File: src/inc/tch_pkg.sv
// tch_pkg: constants and types for the touch controller host bring-up block.
// assumes a single 10 MHz clock domain; no register bus, all controls are ports.
package tch_pkg;
  localparam int          TCH_CLK_HZ       = 10_000_000;
  localparam int          TCH_MSG_W        = 16;
  localparam int          TCH_MSG_DEPTH    = 8;
  localparam int          TCH_CFG_W        = 8;
  localparam int          TCH_OBJ_W        = 4;
  localparam int          TCH_CMD_W        = 8;
  // object identifiers on the object port
  localparam logic [3:0]  TCH_OBJ_MSG      = 4'h0;
  localparam logic [3:0]  TCH_OBJ_CMD      = 4'h1;
  localparam logic [3:0]  TCH_OBJ_PWR      = 4'h2;
  localparam logic [3:0]  TCH_OBJ_ACQ      = 4'h3;
  localparam logic [3:0]  TCH_OBJ_DIAG     = 4'h4;
  localparam logic [3:0]  TCH_OBJ_USER     = 4'h5;
  localparam logic [3:0]  TCH_OBJ_CNT      = 4'h6;
  localparam logic [3:0]  TCH_OBJ_OPT      = 4'h7;
  // command codes written to the command object
  localparam logic [7:0]  TCH_CMD_SAVE     = 8'h55;
  // field reset value: zero is the safe, disabled default
  localparam logic [7:0]  TCH_CFG_RST      = 8'h00;
  // start-up message posted after reset
  localparam logic [15:0] TCH_MSG_RESET    = 16'h0180;
  // strap level selecting HID-over-I2C
  localparam logic        TCH_STRAP_HID    = 1'b0;
  typedef enum logic [2:0] {
    TCH_ST_BOOT = 3'b001,
    TCH_ST_I2C  = 3'b010,
    TCH_ST_HID  = 3'b100
  } tch_state_t;
endpackage

File: src/core/tch_core.sv
// tch_core: message store, change line, object write filter and save trigger.
// assumes synchronous inputs on clk; the bus front end decodes host transfers.
`timescale 1ns/1ps
// Summary of operation
// after reset, post a start-up message and pull change line low (the code pulls it low in plain I2C mode only, never in HID mode).
// host deems device faulty if change line never falls.
// host drains all pending messages after power-up or reset.
// host checks drained messages for configuration errors.
// strap held at ground selects HID-over-I2C.
// host reads object table and keeps object start addresses.
// host derives report ID ranges from the object table.
// host sends commands by writing the command object.
// optional objects stay inactive until the host enables them.
// in plain I2C mode, change line asserts when a message is waiting.
// in HID mode messages are pushed out automatically as reports.
// host waits for notification rather than polling.
// every configuration field resets to zero, the safe disabled value.
// host configures objects then commands a save to nonvolatile memory.
// host enables object, sets fields, then enables reporting.
// read-only objects readable without setup and reject configuration writes.
// host configures power and acquisition objects before use.
// host limits nonvolatile saves to the rated lifetime count.
// change line released once the message store is empty.
module tch_core
  import tch_pkg::*;
#(
  parameter int DEPTH = tch_pkg::TCH_MSG_DEPTH
) (
  // clock and reset
  input  wire logic                          clk,
  input  wire logic                          rst_b,
  // strap
  input  wire logic                          interface_select_strap,
  // new messages from acquisition
  input  wire logic                          msg_in_valid,
  input  wire logic [tch_pkg::TCH_MSG_W-1:0] msg_in_data,
  // host message read
  input  wire logic                          msg_read,
  output logic      [tch_pkg::TCH_MSG_W-1:0] msg_rd_data,
  output logic                               msg_rd_valid,
  // HID auto report
  input  wire logic                          report_ready,
  output logic                               report_valid,
  output logic      [tch_pkg::TCH_MSG_W-1:0] report_data,
  // object write
  input  wire logic                          obj_wr,
  input  wire logic [tch_pkg::TCH_OBJ_W-1:0] obj_sel,
  input  wire logic [tch_pkg::TCH_CFG_W-1:0] obj_wr_data,
  output logic                               obj_wr_reject,
  // configuration state
  output logic      [tch_pkg::TCH_CFG_W-1:0] power_config_object,
  output logic      [tch_pkg::TCH_CFG_W-1:0] acquisition_config_object,
  output logic                               optional_enable,
  output logic                               nv_save_pulse,
  // change line (open drain) and interface mode
  output logic                               change_notify_n_o,
  output logic                               change_notify_n_oe,
  output logic                               hid_mode
);
  import tch_pkg::*;

  localparam int AW = $clog2(DEPTH);

  function automatic logic obj_read_only(input logic [TCH_OBJ_W-1:0] s);
    obj_read_only = (s == TCH_OBJ_MSG) || (s == TCH_OBJ_DIAG) ||
                    (s == TCH_OBJ_USER) || (s == TCH_OBJ_CNT);
  endfunction

  tch_state_t            state_q;
  logic [TCH_MSG_W-1:0]  mem_q [DEPTH];
  logic [AW-1:0]         wp_q;
  logic [AW-1:0]         rp_q;
  logic [AW:0]           cnt_q;
  logic                  boot_post;
  logic                  push;
  logic                  pop;
  logic [TCH_MSG_W-1:0]  push_data;
  logic                  empty;

  assign empty     = (cnt_q == '0);
  assign boot_post = (state_q == TCH_ST_BOOT);
  assign push      = boot_post || (msg_in_valid && (cnt_q != (AW+1)'(DEPTH)));
  assign push_data = boot_post ? TCH_MSG_RESET : msg_in_data;
  assign pop       = !empty && ((state_q == TCH_ST_I2C) ? msg_read
                                : (state_q == TCH_ST_HID) && report_valid && report_ready);

  // strap sampled once after reset release
  always_ff @(posedge clk or negedge rst_b) begin
    if (!rst_b) begin
      state_q <= TCH_ST_BOOT;
      hid_mode <= 1'b0;
    end else begin
      case (state_q)
        TCH_ST_BOOT: begin
          if (interface_select_strap == TCH_STRAP_HID) begin
            state_q <= TCH_ST_HID;
            hid_mode <= 1'b1;
          end else begin
            state_q <= TCH_ST_I2C;
          end
        end
        TCH_ST_I2C: state_q <= TCH_ST_I2C;
        TCH_ST_HID: state_q <= TCH_ST_HID;
        default: state_q <= TCH_ST_BOOT;
      endcase
    end
  end

  // message store, start-up message posted on leaving boot
  always_ff @(posedge clk or negedge rst_b) begin
    if (!rst_b) begin
      wp_q  <= '0;
      rp_q  <= '0;
      cnt_q <= '0;
    end else begin
      if (push) begin
        wp_q <= wp_q + 1'b1;
      end
      if (pop) begin
        rp_q <= rp_q + 1'b1;
      end
      cnt_q <= cnt_q + (AW+1)'(push) - (AW+1)'(pop);
    end
  end

  always_ff @(posedge clk) begin
    if (push) begin
      mem_q[wp_q] <= push_data;
    end
  end

  // plain I2C read answer
  always_ff @(posedge clk or negedge rst_b) begin
    if (!rst_b) begin
      msg_rd_data  <= '0;
      msg_rd_valid <= 1'b0;
    end else begin
      msg_rd_valid <= pop && (state_q == TCH_ST_I2C);
      if (pop && (state_q == TCH_ST_I2C)) begin
        msg_rd_data <= mem_q[rp_q];
      end
    end
  end

  // HID auto report, presented without host request
  always_ff @(posedge clk or negedge rst_b) begin
    if (!rst_b) begin
      report_valid <= 1'b0;
      report_data  <= '0;
    end else if (!report_valid || report_ready) begin
      report_valid <= (state_q == TCH_ST_HID) && (cnt_q > (AW+1)'(pop));
      report_data  <= pop ? mem_q[rp_q + 1'b1] : mem_q[rp_q];
    end
  end

  // change line: low while messages wait in plain mode
  always_ff @(posedge clk or negedge rst_b) begin
    if (!rst_b) begin
      change_notify_n_oe <= 1'b1;
    end else begin
      change_notify_n_oe <= !((state_q == TCH_ST_I2C) &&
                              (cnt_q + (AW+1)'(push) - (AW+1)'(pop) != '0));
    end
  end
  always_ff @(posedge clk or negedge rst_b) begin
    if (!rst_b) begin
      change_notify_n_o <= 1'b0;
    end else begin
      change_notify_n_o <= 1'b0;
    end
  end

  // object configuration, zero defaults, read-only objects refuse writes
  always_ff @(posedge clk or negedge rst_b) begin
    if (!rst_b) begin
      power_config_object       <= TCH_CFG_RST;
      acquisition_config_object <= TCH_CFG_RST;
      optional_enable           <= 1'b0;
      nv_save_pulse             <= 1'b0;
      obj_wr_reject             <= 1'b0;
    end else begin
      nv_save_pulse <= 1'b0;
      obj_wr_reject <= obj_wr && obj_read_only(obj_sel);
      if (obj_wr && !obj_read_only(obj_sel)) begin
        case (obj_sel)
          TCH_OBJ_PWR: power_config_object <= obj_wr_data;
          TCH_OBJ_ACQ: acquisition_config_object <= obj_wr_data;
          TCH_OBJ_OPT: optional_enable <= obj_wr_data[0];
          TCH_OBJ_CMD: nv_save_pulse <= (obj_wr_data == TCH_CMD_SAVE);
          default: ;
        endcase
      end
    end
  end
endmodule

File: config.mk
export PLATFORM = sky130hd
export DESIGN_NAME = tch_core
export DESIGN_NICKNAME = d
export VERILOG_FILES = /design/src/inc/tch_pkg.sv /design/src/core/tch_core.sv
export SDC_FILE = /design/constraint.sdc
export NUM_CORES = 1
export LEC_CHECK = 0
export BUFFER_PORTS_ARGS = -buffer_cell sky130_fd_sc_hd__buf_4
export CAP_MARGIN = 40
export CORE_MARGIN = 1
export CORE_UTILIZATION = 35
export DETAILED_ROUTE_END_ITERATION = 8
export PLACE_DENSITY = 0.49
export SETUP_SLACK_MARGIN = 0.1
export SYNTH_ARGS = -nofsm -noshare
export SYNTH_HDL_FRONTEND = slang
export SYNTH_SLANG_ARGS = --single-unit
File: constraint.sdc
create_clock -name clk -period 3.9 [get_ports clk]
set_input_delay 0.195 -clock clk [delete_from_list [all_inputs] [get_ports clk]]
set_output_delay 0.195 -clock clk [all_outputs]
set_load 0.02 [all_outputs]
==> results.tsv, run 1 <==
metric	value	unit
status	complete, no violations	
end_kind	flip-flop	
cp.arrival	3.33	ns
synth_top_cell_by_area	edfxtp_1	
rows	58	
grt_max_degree	62	
numPortBuffers	89	
r2r-start	cnt_q[2]	
ios	91	
worst_ir_drop_vdd	0.000299	V
p_leak	4.07	nW
synth_most_common_cell	edfxtp_1	
die_h	164	um
route.final.wire_length	22000	um
routedWlPerCell	21.2	um
root_buffer	clkbuf_16	
rr_endpoint	change_notify_n_oe	
p_sw	3.30	mW
maxSlewViolCount	0	
core	0.0254	mm^2
synthTopCellsByArea	edfxtp_1 42%, dfrtp_1 18%, mux4_2 9.3%, mux2_2 5.5%, mux2i_1 3.5%	
combinationalPowerShare	0.425	
synth_compound_area_frac	0.0774	
ant_nets	0	
synth_fp_nets	644	
hold_path_depth	2	
met1Wirelength	8940	um
synthDistinctLibCells	55	
post_cts_resized	0	
clock-sinks	196	
place_congestion	0.755	
skew	0.0141	ns
rsz0062_at_grt	no	
viasPerCell	5.19	
drt-pass1-iter-count	5	
pwr-share-seq	0.381	
clk_pin_slew	0.08	ns
grt_pass1_vias	5728	
synth_fa_ha_area_frac	0.0158	
yosysTopAreaCellShare	0.420	
synth_edf_count	128	
min_to	acquisition_config_object[3]	
worst_slew_pin_slew	0.855	ns
routed.top_layer	met4	
wl_met3	1290	um
ys_ff_latch	196	
crit_fanout	20	
nNetsFinal	742	
seq_area	0.00555	mm^2
p_per_area	832	mW/mm^2
cts_tree	yes	
clock_path_buffers	2	
holdCritPathClass	in2reg	
cap_violations	0	
drive_gt1_frac	0.362	
required	4.24	ns
multi_input_area	0.00327	mm^2
worstSetupStartpointType	flip-flop	
seq_area_frac_synth	0.605	
num_antenna_cells	0	
yosys_warnings	0	
syn_area	0.00916	mm^2
switching_share	0.365	
hold_slack	0.0255	ns
crit_type	reg2reg	
ff2ff_path_depth	11	
fmax	0.334	GHz
rrSetupSlack	0.91	ns
grt_pass1_wl	33900	um
hold_violations	0	
fin_crit_sh	0.767	
synth.area.mux_share	0.184	
gr-usage-all-layers	0.175	
area_delta_synth_final	18.4	%
drtIter0Drc	348	
antenna_found_initial	0	
p_clk_frac	0.194	
dr_wl_met2	11400	um
min_from	obj_wr_data[3]	
cts-htree-levels	4	
insertion_delay	0.44	ns
period_needed	2.99	ns
setup_violations	0	
synthCells	598	
synth_top_family_by_area	multiplexers	
synth_xor_area_frac	0.00847	
hpwl	13500	um
tns	0	ns
die_x	164	um
fillers	2291	
yosys.area_share.simple	0.0688	
synth_commonest_cells	128 x edfxtp_1, 66 x dfrtp_1, 45 x mux2_2	
drc	0	
synth-async-reset-ratio	0.347	
grt.overflow.total	0	
cts_buffers	17	
avgSynthCellArea	15.3	um^2
synth_ff_type	edfxtp_1	
dieArea	0.0268	mm^2
max-slew-margin-rel	0.430	
vias	5397	
initial_utilization	0.361	
p_int	5.73	mW
sequential cells by signal, indices dropped and copies added, names as in the netlist:
| name | cells |
|---|---|
| mem_q | 128 |
| msg_rd_data | 16 |
| report_data | 16 |
| acquisition_config_object | 8 |
| power_config_object | 8 |
| cnt_q | 4 |
| rp_q | 3 |
| state_q | 3 |
| wp_q | 3 |
| change_notify_n_oe | 1 |
| hid_mode | 1 |
| msg_rd_valid | 1 |
| nv_save_pulse | 1 |
| obj_wr_reject | 1 |
| optional_enable | 1 |
| report_valid | 1 |
routing by layer:
layer	GRT usage	vias to the layer above
met5	0	-
met3	0.0273	25
li1	-	2488
met1	0.217	2748
met2	0.303	136
met4	0.0707	0
critical path, stage by stage (launching register included):
cell and delay (ns):
dfrtp_1 0.36, inv_1 0.12, ha_1 0.21, nor3b_1 0.45
a211o_2 0.23, inv_6 0.11, ha_1 0.29, inv_1 0.04
ha_1 0.20, fa_1 0.41, xor2_1 0.16, o41ai_1 0.30
stage by stage:
stage	cells	utilization	power, mW	instance area (um^2)	worst slack, ns
6_report	1039	0.427	9.03	10900	0.908
5_1_grt	1039	0.427	9.58	10900	0.664
4_1_cts	1039	0.427	9.18	10900	0.886
3_5_place_dp	998	0.400	7.39	10200	0.909
3_3_place_gp	996	0.399	7.28	10100	0.998
2_1_floorplan	598	-	6.18	9160	1.01
logic make-up after synthesis:
kind of cell / after synthesis
AO/OA/AOI/OAI: 97
XOR/XNOR: 8
adder cells (fa/ha/maj): 11
buffers and inverters: 59
flip-flops: 196
multiplexers: 115
other: 1
AND/OR/NAND/NOR: 111
what timing repair did:
action                                 CTS  global route
hold buffers                             9             0
endpoints found under the hold margin   45             0
buffers inserted                         0             0
final cells by class:
cell class,instances,area share
Clock inverter,13,0.0129
Inverter,22,0.00807
Multi-Input combinational cell,343,0.302
Sequential cell,196,0.512
Timing Repair Buffer,116,0.0850
Clock buffer,19,0.0428
Tap cell,330,0.0380
how the worst max path moves through the flow:
stage                   from                  to  slack (ns)  cells past startpoint
floorplan           cnt_q[2]  change_notify_n_oe        1.01                     13
global placement    cnt_q[2]  change_notify_n_oe         1.0                     11
detailed placement  cnt_q[2]  change_notify_n_oe        0.91                     11
CTS                 cnt_q[2]  change_notify_n_oe        0.89                     11
global route        cnt_q[2]  change_notify_n_oe        0.66                      9
finish              cnt_q[2]  change_notify_n_oe        0.91                     11
power by group through the flow:
stage	clock network (mW)	logic (mW)	registers [mW]
floorplan	0	2.65	3.53
global placement	0	3.82	3.46
detailed placement	0	3.90	3.49
CTS	1.80	3.92	3.45
global route	1.88	4.18	3.53
finish	1.76	3.83	3.44
cell usage in the layout, fill, tap and decap left out, types with 10 or more instances in the layout:
| cell type | synthesis | final |
|---|---|---|
| clkbuf_16 | 0 | 18 |
| nand2b_1 | 10 | 10 |
| o31ai_1 | 13 | 13 |
| mux2_2 | 45 | 45 |
| and2_1 | 14 | 14 |
| a211oi_1 | 12 | 12 |
| nand3_1 | 13 | 13 |
| buf_4 | 14 | 104 |
| mux2i_1 | 32 | 32 |
| inv_1 | 21 | 21 |
| edfxtp_1 | 128 | 128 |
| a22oi_1 | 14 | 14 |
| a21oi_1 | 22 | 22 |
| dfrtp_1 | 66 | 65 |
| o22a_2 | 10 | 10 |
| o21ai_0 | 10 | 10 |
| nand2_1 | 27 | 27 |
| mux4_2 | 38 | 38 |
| nor2b_1 | 13 | 12 |
| nor2_1 | 13 | 12 |
Note: power is estimated with default switching activity, not from simulation.
==> run 2, diff against run 1 <==
ABC_AREA = 1   (was unset)
clock period = 2.9 ns   (was 3.9 ns; I/O delays follow)
==> run 2 against run 1 <==
Critical path depth rose by 3; clock power rose by 31%; die area up 8.1%; final area rose by 7.1%; cell count increased by 60%; worst hold slack got worse by 0.0053 ns; sequential share of layout area down 3.4 points; via count is 44% higher; largest cell class unchanged; largest power group unchanged.
==> results.tsv, run 2 <==
metric	value	unit
layout_common_cells	428 x nand2_1, 218 x nand3_1, 162 x inv_1	
setup_slack	0.532	ns
cts_buffers	17	
fillers	2757	
root_buffer	clkbuf_16	
cp.arrival	2.75	ns
mostFrequentLayoutCell	nand2_1	
cts.hold.buffers_added	9	
hpwl	17100	um
status	complete, no violations	
largest_reg_flops	128	
cts_setup_buffers	0	
end_kind	flip-flop	
die_h	170	um
cp_cell_sequence	inv_1 -> ha_1 -> nand3_1 -> nand2_1 -> nand2_1 -> inv_1 -> ha_1 -> inv_1 -> ha_1 -> fa_1 -> xor2_1 -> nor3_1 -> nand2_1 -> nand2_1	
tns	0	ns
holdCritPathClass	in2reg	
synth_top_cell_by_area	edfxtp_1	
synthCells	1188	
synth_most_common_cell	nand2_1	
p_clk_frac	0.180	
routedWlPerCell	16.4	um
combinationalPowerShare	0.472	
ios	91	
ant_nets	0	
route.final.wire_length	27300	um
initial_utilization	0.356	
num_antenna_cells	0	
die_x	170	um
met2_usage	0.304	
grt_max_degree	115	
max-slew-margin-rel	0.457	
synth_commonest_cells	428 x nand2_1, 218 x nand3_1, 162 x inv_1	
required	3.28	ns
syn_area	0.00991	mm^2
viasPerCell	4.67	
pwr-share-seq	0.348	
synthDistinctLibCells	34	
grt_pass1_vias	6925	
nNetsFinal	1319	
hold_violations	0	
p_per_area	1100	mW/mm^2
drive_gt1_frac	0.129	
dieArea	0.0290	mm^2
drtIter0Drc	724	
ys_ff_latch	196	
synth_ff_type	edfxtp_1	
pre_cts_ws	0.524	ns
synth-async-reset-ratio	0.347	
post_cts_resized	0	
cpMostUsedCell	nand2_1	
worst_ir_drop_vdd	0.000478	V
reg_top3	mem_q (128), msg_rd_data (16), report_data (16)	
place_congestion	0.776	
clock-sinks	196	
p_leak	5.64	nW
antenna_found_initial	0	
synth_fp_nets	1234	
p_sw	5.73	mW
rows	61	
cp_slowest_stage_delay	0.40	ns
cts_tree	yes	
seq_area_frac_synth	0.560	
drc	0	
cap_violations	0	
period_needed	2.37	ns
cp_top_family	adder cells	
core	0.0279	mm^2
grt-busiest-layer	met2	
avgSynthCellArea	8.34	um^2
cts-htree-levels	4	
synth_edf_count	128	
rsz0062_at_grt	no	
worstSetupStartpointType	flip-flop	
crit_buf_inv	3	
yosysTopAreaCellShare	0.388	
vias	7772	
insertion_delay	0.44	ns
switching_share	0.446	
crit_type	reg2reg	
fmax	0.422	GHz
crit_slowest_cell	fa_1	
finalPower	12.8	mW
fin_crit_sh	0.817	
numPortBuffers	89	
grt_use_met3	0.0240	
largest_register	mem_q	
setup_violations	0	
worst_slew_pin_slew	0.814	ns
met1_usage	0.283	
crit_fanout	5	
grt_pass1_wl	41600	um
clock_path_buffers	2	
area_delta_synth_final	17.3	%
gr-usage-all-layers	0.195	
maxSlewViolCount	0	
skew	0.0141	ns
p_int	7.11	mW
synthTopCellsByArea	edfxtp_1 39%, dfrtp_1 17%, nand2_1 16%, nand3_1 11%, inv_1 6.1%	
yosys_warnings	0	
grt.overflow.total	0	
clk_pin_slew	0.08	ns
drt-pass1-iter-count	5	
## run 2: final cells by class
type	instances	area [um^2]	area share
Sequential cell	196	5550	0.478
Multi-Input combinational cell	765	3380	0.290
Timing Repair Buffer	126	1030	0.0883
Inverter	167	632	0.0544
Tap cell	378	473	0.0407
Clock buffer	19	454	0.0391
Clock inverter	13	111	0.00958
## run 2: worst register-to-register path: stages, from the launching register on
cell and delay, ns:
dfrtp_1 0.32, inv_1 0.08, ha_1 0.20, nand3_1 0.08, nand2_1 0.05, nand2_1 0.13
inv_1 0.09, ha_1 0.28, inv_1 0.04, ha_1 0.20, fa_1 0.40, xor2_1 0.16
nor3_1 0.17, nand2_1 0.08, nand2_1 0.06
## run 2: worst paths after layout
kind                                startpoint                           end  slack (ns)  cells past startpoint
worst min-delay path            obj_wr_data[2]  acquisition_config_object[2]        0.02                      3
max in group asynchronous                rst_b            change_notify_n_oe        2.22                      3
worst min register to register        hid_mode                      hid_mode        0.47                      2
min in group asynchronous                rst_b                report_data[1]        0.08                      2
worst max register to register        cnt_q[2]            change_notify_n_oe        0.53                     14
worst max-delay path                  cnt_q[2]            change_notify_n_oe        0.53                     14
## run 2: logic make-up after synthesis
family                     after synthesis  synth area share
and+or+nand+nor                        711             0.303
buffers and inverters                  227            0.0997
DFF                                    196             0.560
AOI/OAI and AO/OA                       38            0.0192
adders and majority gates               11            0.0146
xor gates and xnor gates                 4           0.00353
other                                    1          0.000378
## run 2: through the flow
step	cells	util	hold slack [ns]	area, um^2
after floorplan	1188	-	-0.151	9910
after global placement	1622	0.393	0.341	10900
after detailed placement	1623	0.394	-0.00900	11000
after CTS	1664	0.417	0.00459	11600
after global routing	1664	0.417	0.0174	11600
final	1664	0.417	0.0202	11600
## run 2: routing by layer
| metal | wire length, um | share of wire |
|---|---|---|
| met5 | 0 | 0 |
| met4 | 283 | 0.010 |
| met3 | 1460 | 0.054 |
| met2 | 12200 | 0.45 |
| met1 | 13300 | 0.49 |
## run 2: power groups by stage
stage | combinational (mW) | sequential, mW | clock (mW)
floorplan | 3.91 | 4.66 | 0
global placement | 6.02 | 4.51 | 0
detailed placement | 6.06 | 4.52 | 0
CTS | 6.08 | 4.46 | 2.35
global route | 6.77 | 4.56 | 2.45
finish | 6.06 | 4.46 | 2.31
==> run 3, diff against run 2 <==
clock period = 2.3 ns   (was 2.9 ns; I/O delays follow)
==> run 3 against run 2 <==
First-iteration DRC count shrank 20%; clock skew grew 0.0012 ns; worst hold slack better by 0.0089 ns; maximum frequency rose by 11%; sequential share of layout area is 1.2 points lower; global-route usage up 0.48 points; critical path type unchanged; total power up 32%; cell count up 1.2%; final area increased by 2.6%.
==> results.tsv, run 3 (synthesized netlist as in run 2, its figures left out) <==
metric	value	unit
rows	61	
p_per_area	1420	mW/mm^2
maxSlewViolCount	0	
worst_ir_drop_vdd	0.000541	V
drc	0	
rsz0062_at_grt	yes	
vias	8005	
hpwl	18300	um
setup_violations	0	
end_kind	flip-flop	
p_leak	5.74	nW
required	2.68	ns
cts-htree-levels	4	
drt-pass1-iter-count	5	
grt.overflow.total	0	
gr-usage-all-layers	0.199	
status	complete, no violations	
die_x	170	um
antenna_found_initial	0	
tns	0	ns
cp_cell_sequence	nor2_4 -> nand3_2 -> nand2_2 -> nand2_2 -> inv_4 -> ha_4 -> inv_2 -> ha_4 -> fa_2 -> xor2_2 -> nor3_2 -> nand2_1 -> nand2_1	
fmax	0.467	GHz
numPortBuffers	89	
rrSetupSlack	0.16	ns
die_h	170	um
insertion_delay	0.44	ns
ant_nets	0	
viasPerCell	4.75	
ios	91	
cts_tree	yes	
mostFrequentLayoutCell	nand2_1	
route.final.wire_length	27900	um
nNetsFinal	1339	
clock_path_buffers	2	
layout_common_cells	426 x nand2_1, 216 x nand3_1, 158 x inv_1	
clk_pin_slew	0.07	ns
core	0.0279	mm^2
cp_slowest_stage_delay	0.60	ns
reg_top3	mem_q (128), msg_rd_data (16), report_data (16)	
clock-sinks	196	
drtIter0Drc	579	
crit_slowest_cell	dfstp_2	
area_delta_synth_final	20.3	%
worstSetupStartpointType	flip-flop	
hold_violations	0	
grt_pass1_wl	42700	um
skew	0.0153	ns
largest_register	mem_q	
cts_buffers	17	
period_needed	2.14	ns
dieArea	0.0290	mm^2
root_buffer	clkbuf_16	
holdCritPathClass	in2reg	
worst_slew_pin_slew	0.671	ns
initial_utilization	0.356	
max-slew-margin-rel	0.553	
cap_violations	0	
fin_crit_sh	0.932	
num_antenna_cells	0	
place_congestion	0.794	
grt_max_degree	94	
largest_reg_flops	128	
routedWlPerCell	16.5	um
pre_cts_ws	0.101	ns
setup_slack	0.157	ns
crit_type	reg2reg	
cp.arrival	2.53	ns
crit_fanout	3	
grt_pass1_vias	7487	
drive_gt1_frac	0.152	
==> run 3: report_power, final <==
group / switching, mW / leakage [nW] / internal, mW
clock: 1.41 / 0.286 / 1.56
combinational: 5.65 / 3.43 / 2.74
sequential: 0.496 / 2.03 / 5.06
total: 7.55 / 5.74 / 9.36
==> run 3: path summary, 6_finish.rpt <==
kind / depth (start not counted) / endpoint / startpoint
hold reg to reg: 2 / hid_mode / hid_mode
max in group asynchronous: 3 / change_notify_n_oe / rst_b
hold / removal: 3 / nv_save_pulse / obj_sel[3]
setup / recovery: 13 / change_notify_n_oe / state_q[0]
min in group asynchronous: 2 / report_data[3] / rst_b
setup reg to reg: 13 / change_notify_n_oe / state_q[0]
==> run 3: per-layer routing <==
| layer | share of wire | global-route usage | wire length [um] |
|---|---|---|---|
| met1 | 0.47 | 0.276 | 13200 |
| met4 | 0.019 | 0.0670 | 516 |
| met2 | 0.45 | 0.315 | 12600 |
| met3 | 0.056 | 0.0353 | 1560 |
| met5 | 0 | 0 | 0 |
==> run 3: repair_timing <==
item                                   4_1_cts  5_1_grt
gates resized for setup                     10        6
pin swaps                                    8       10
buffers inserted                             3        1
hold buffers                                14        0
endpoints found under the hold margin       65        0
setup endpoints to repair                    1        1
==> run 3: per-stage QoR <==
| stage | total power, mW | hold WS, ns | util | cell area, um^2 | std cells |
|---|---|---|---|---|---|
| finish | 16.9 | 0.0291 | 0.428 | 11900 | 1684 |
| global placement | 13.8 | 0.180 | 0.398 | 11100 | 1634 |
| detailed placement | 13.8 | 0.183 | 0.398 | 11100 | 1634 |
| floorplan | 10.8 | -0.181 | - | 9940 | 1188 |
| global route | 18.2 | 0.0269 | 0.428 | 11900 | 1684 |
| CTS | 16.9 | 0.0167 | 0.427 | 11900 | 1683 |
==> run 3: area by class of cell <==
cell class	instances	area (um^2)
inverters	167	634
clock buffers	19	443
fillers	2805	15900
flip-flops and latches	196	5550
multi-input cells	765	3470
clock inverters	13	139
repair buffers	146	1210
well taps	378	473
==> run 3: critical path: cells and delay by family (launching register included) <==
family,cells,cell delay [ns]
flops,1,0.60
xor+xnor,1,0.16
fa+ha+maj,3,0.74
simple gates,7,0.50
buf+inv,2,0.08
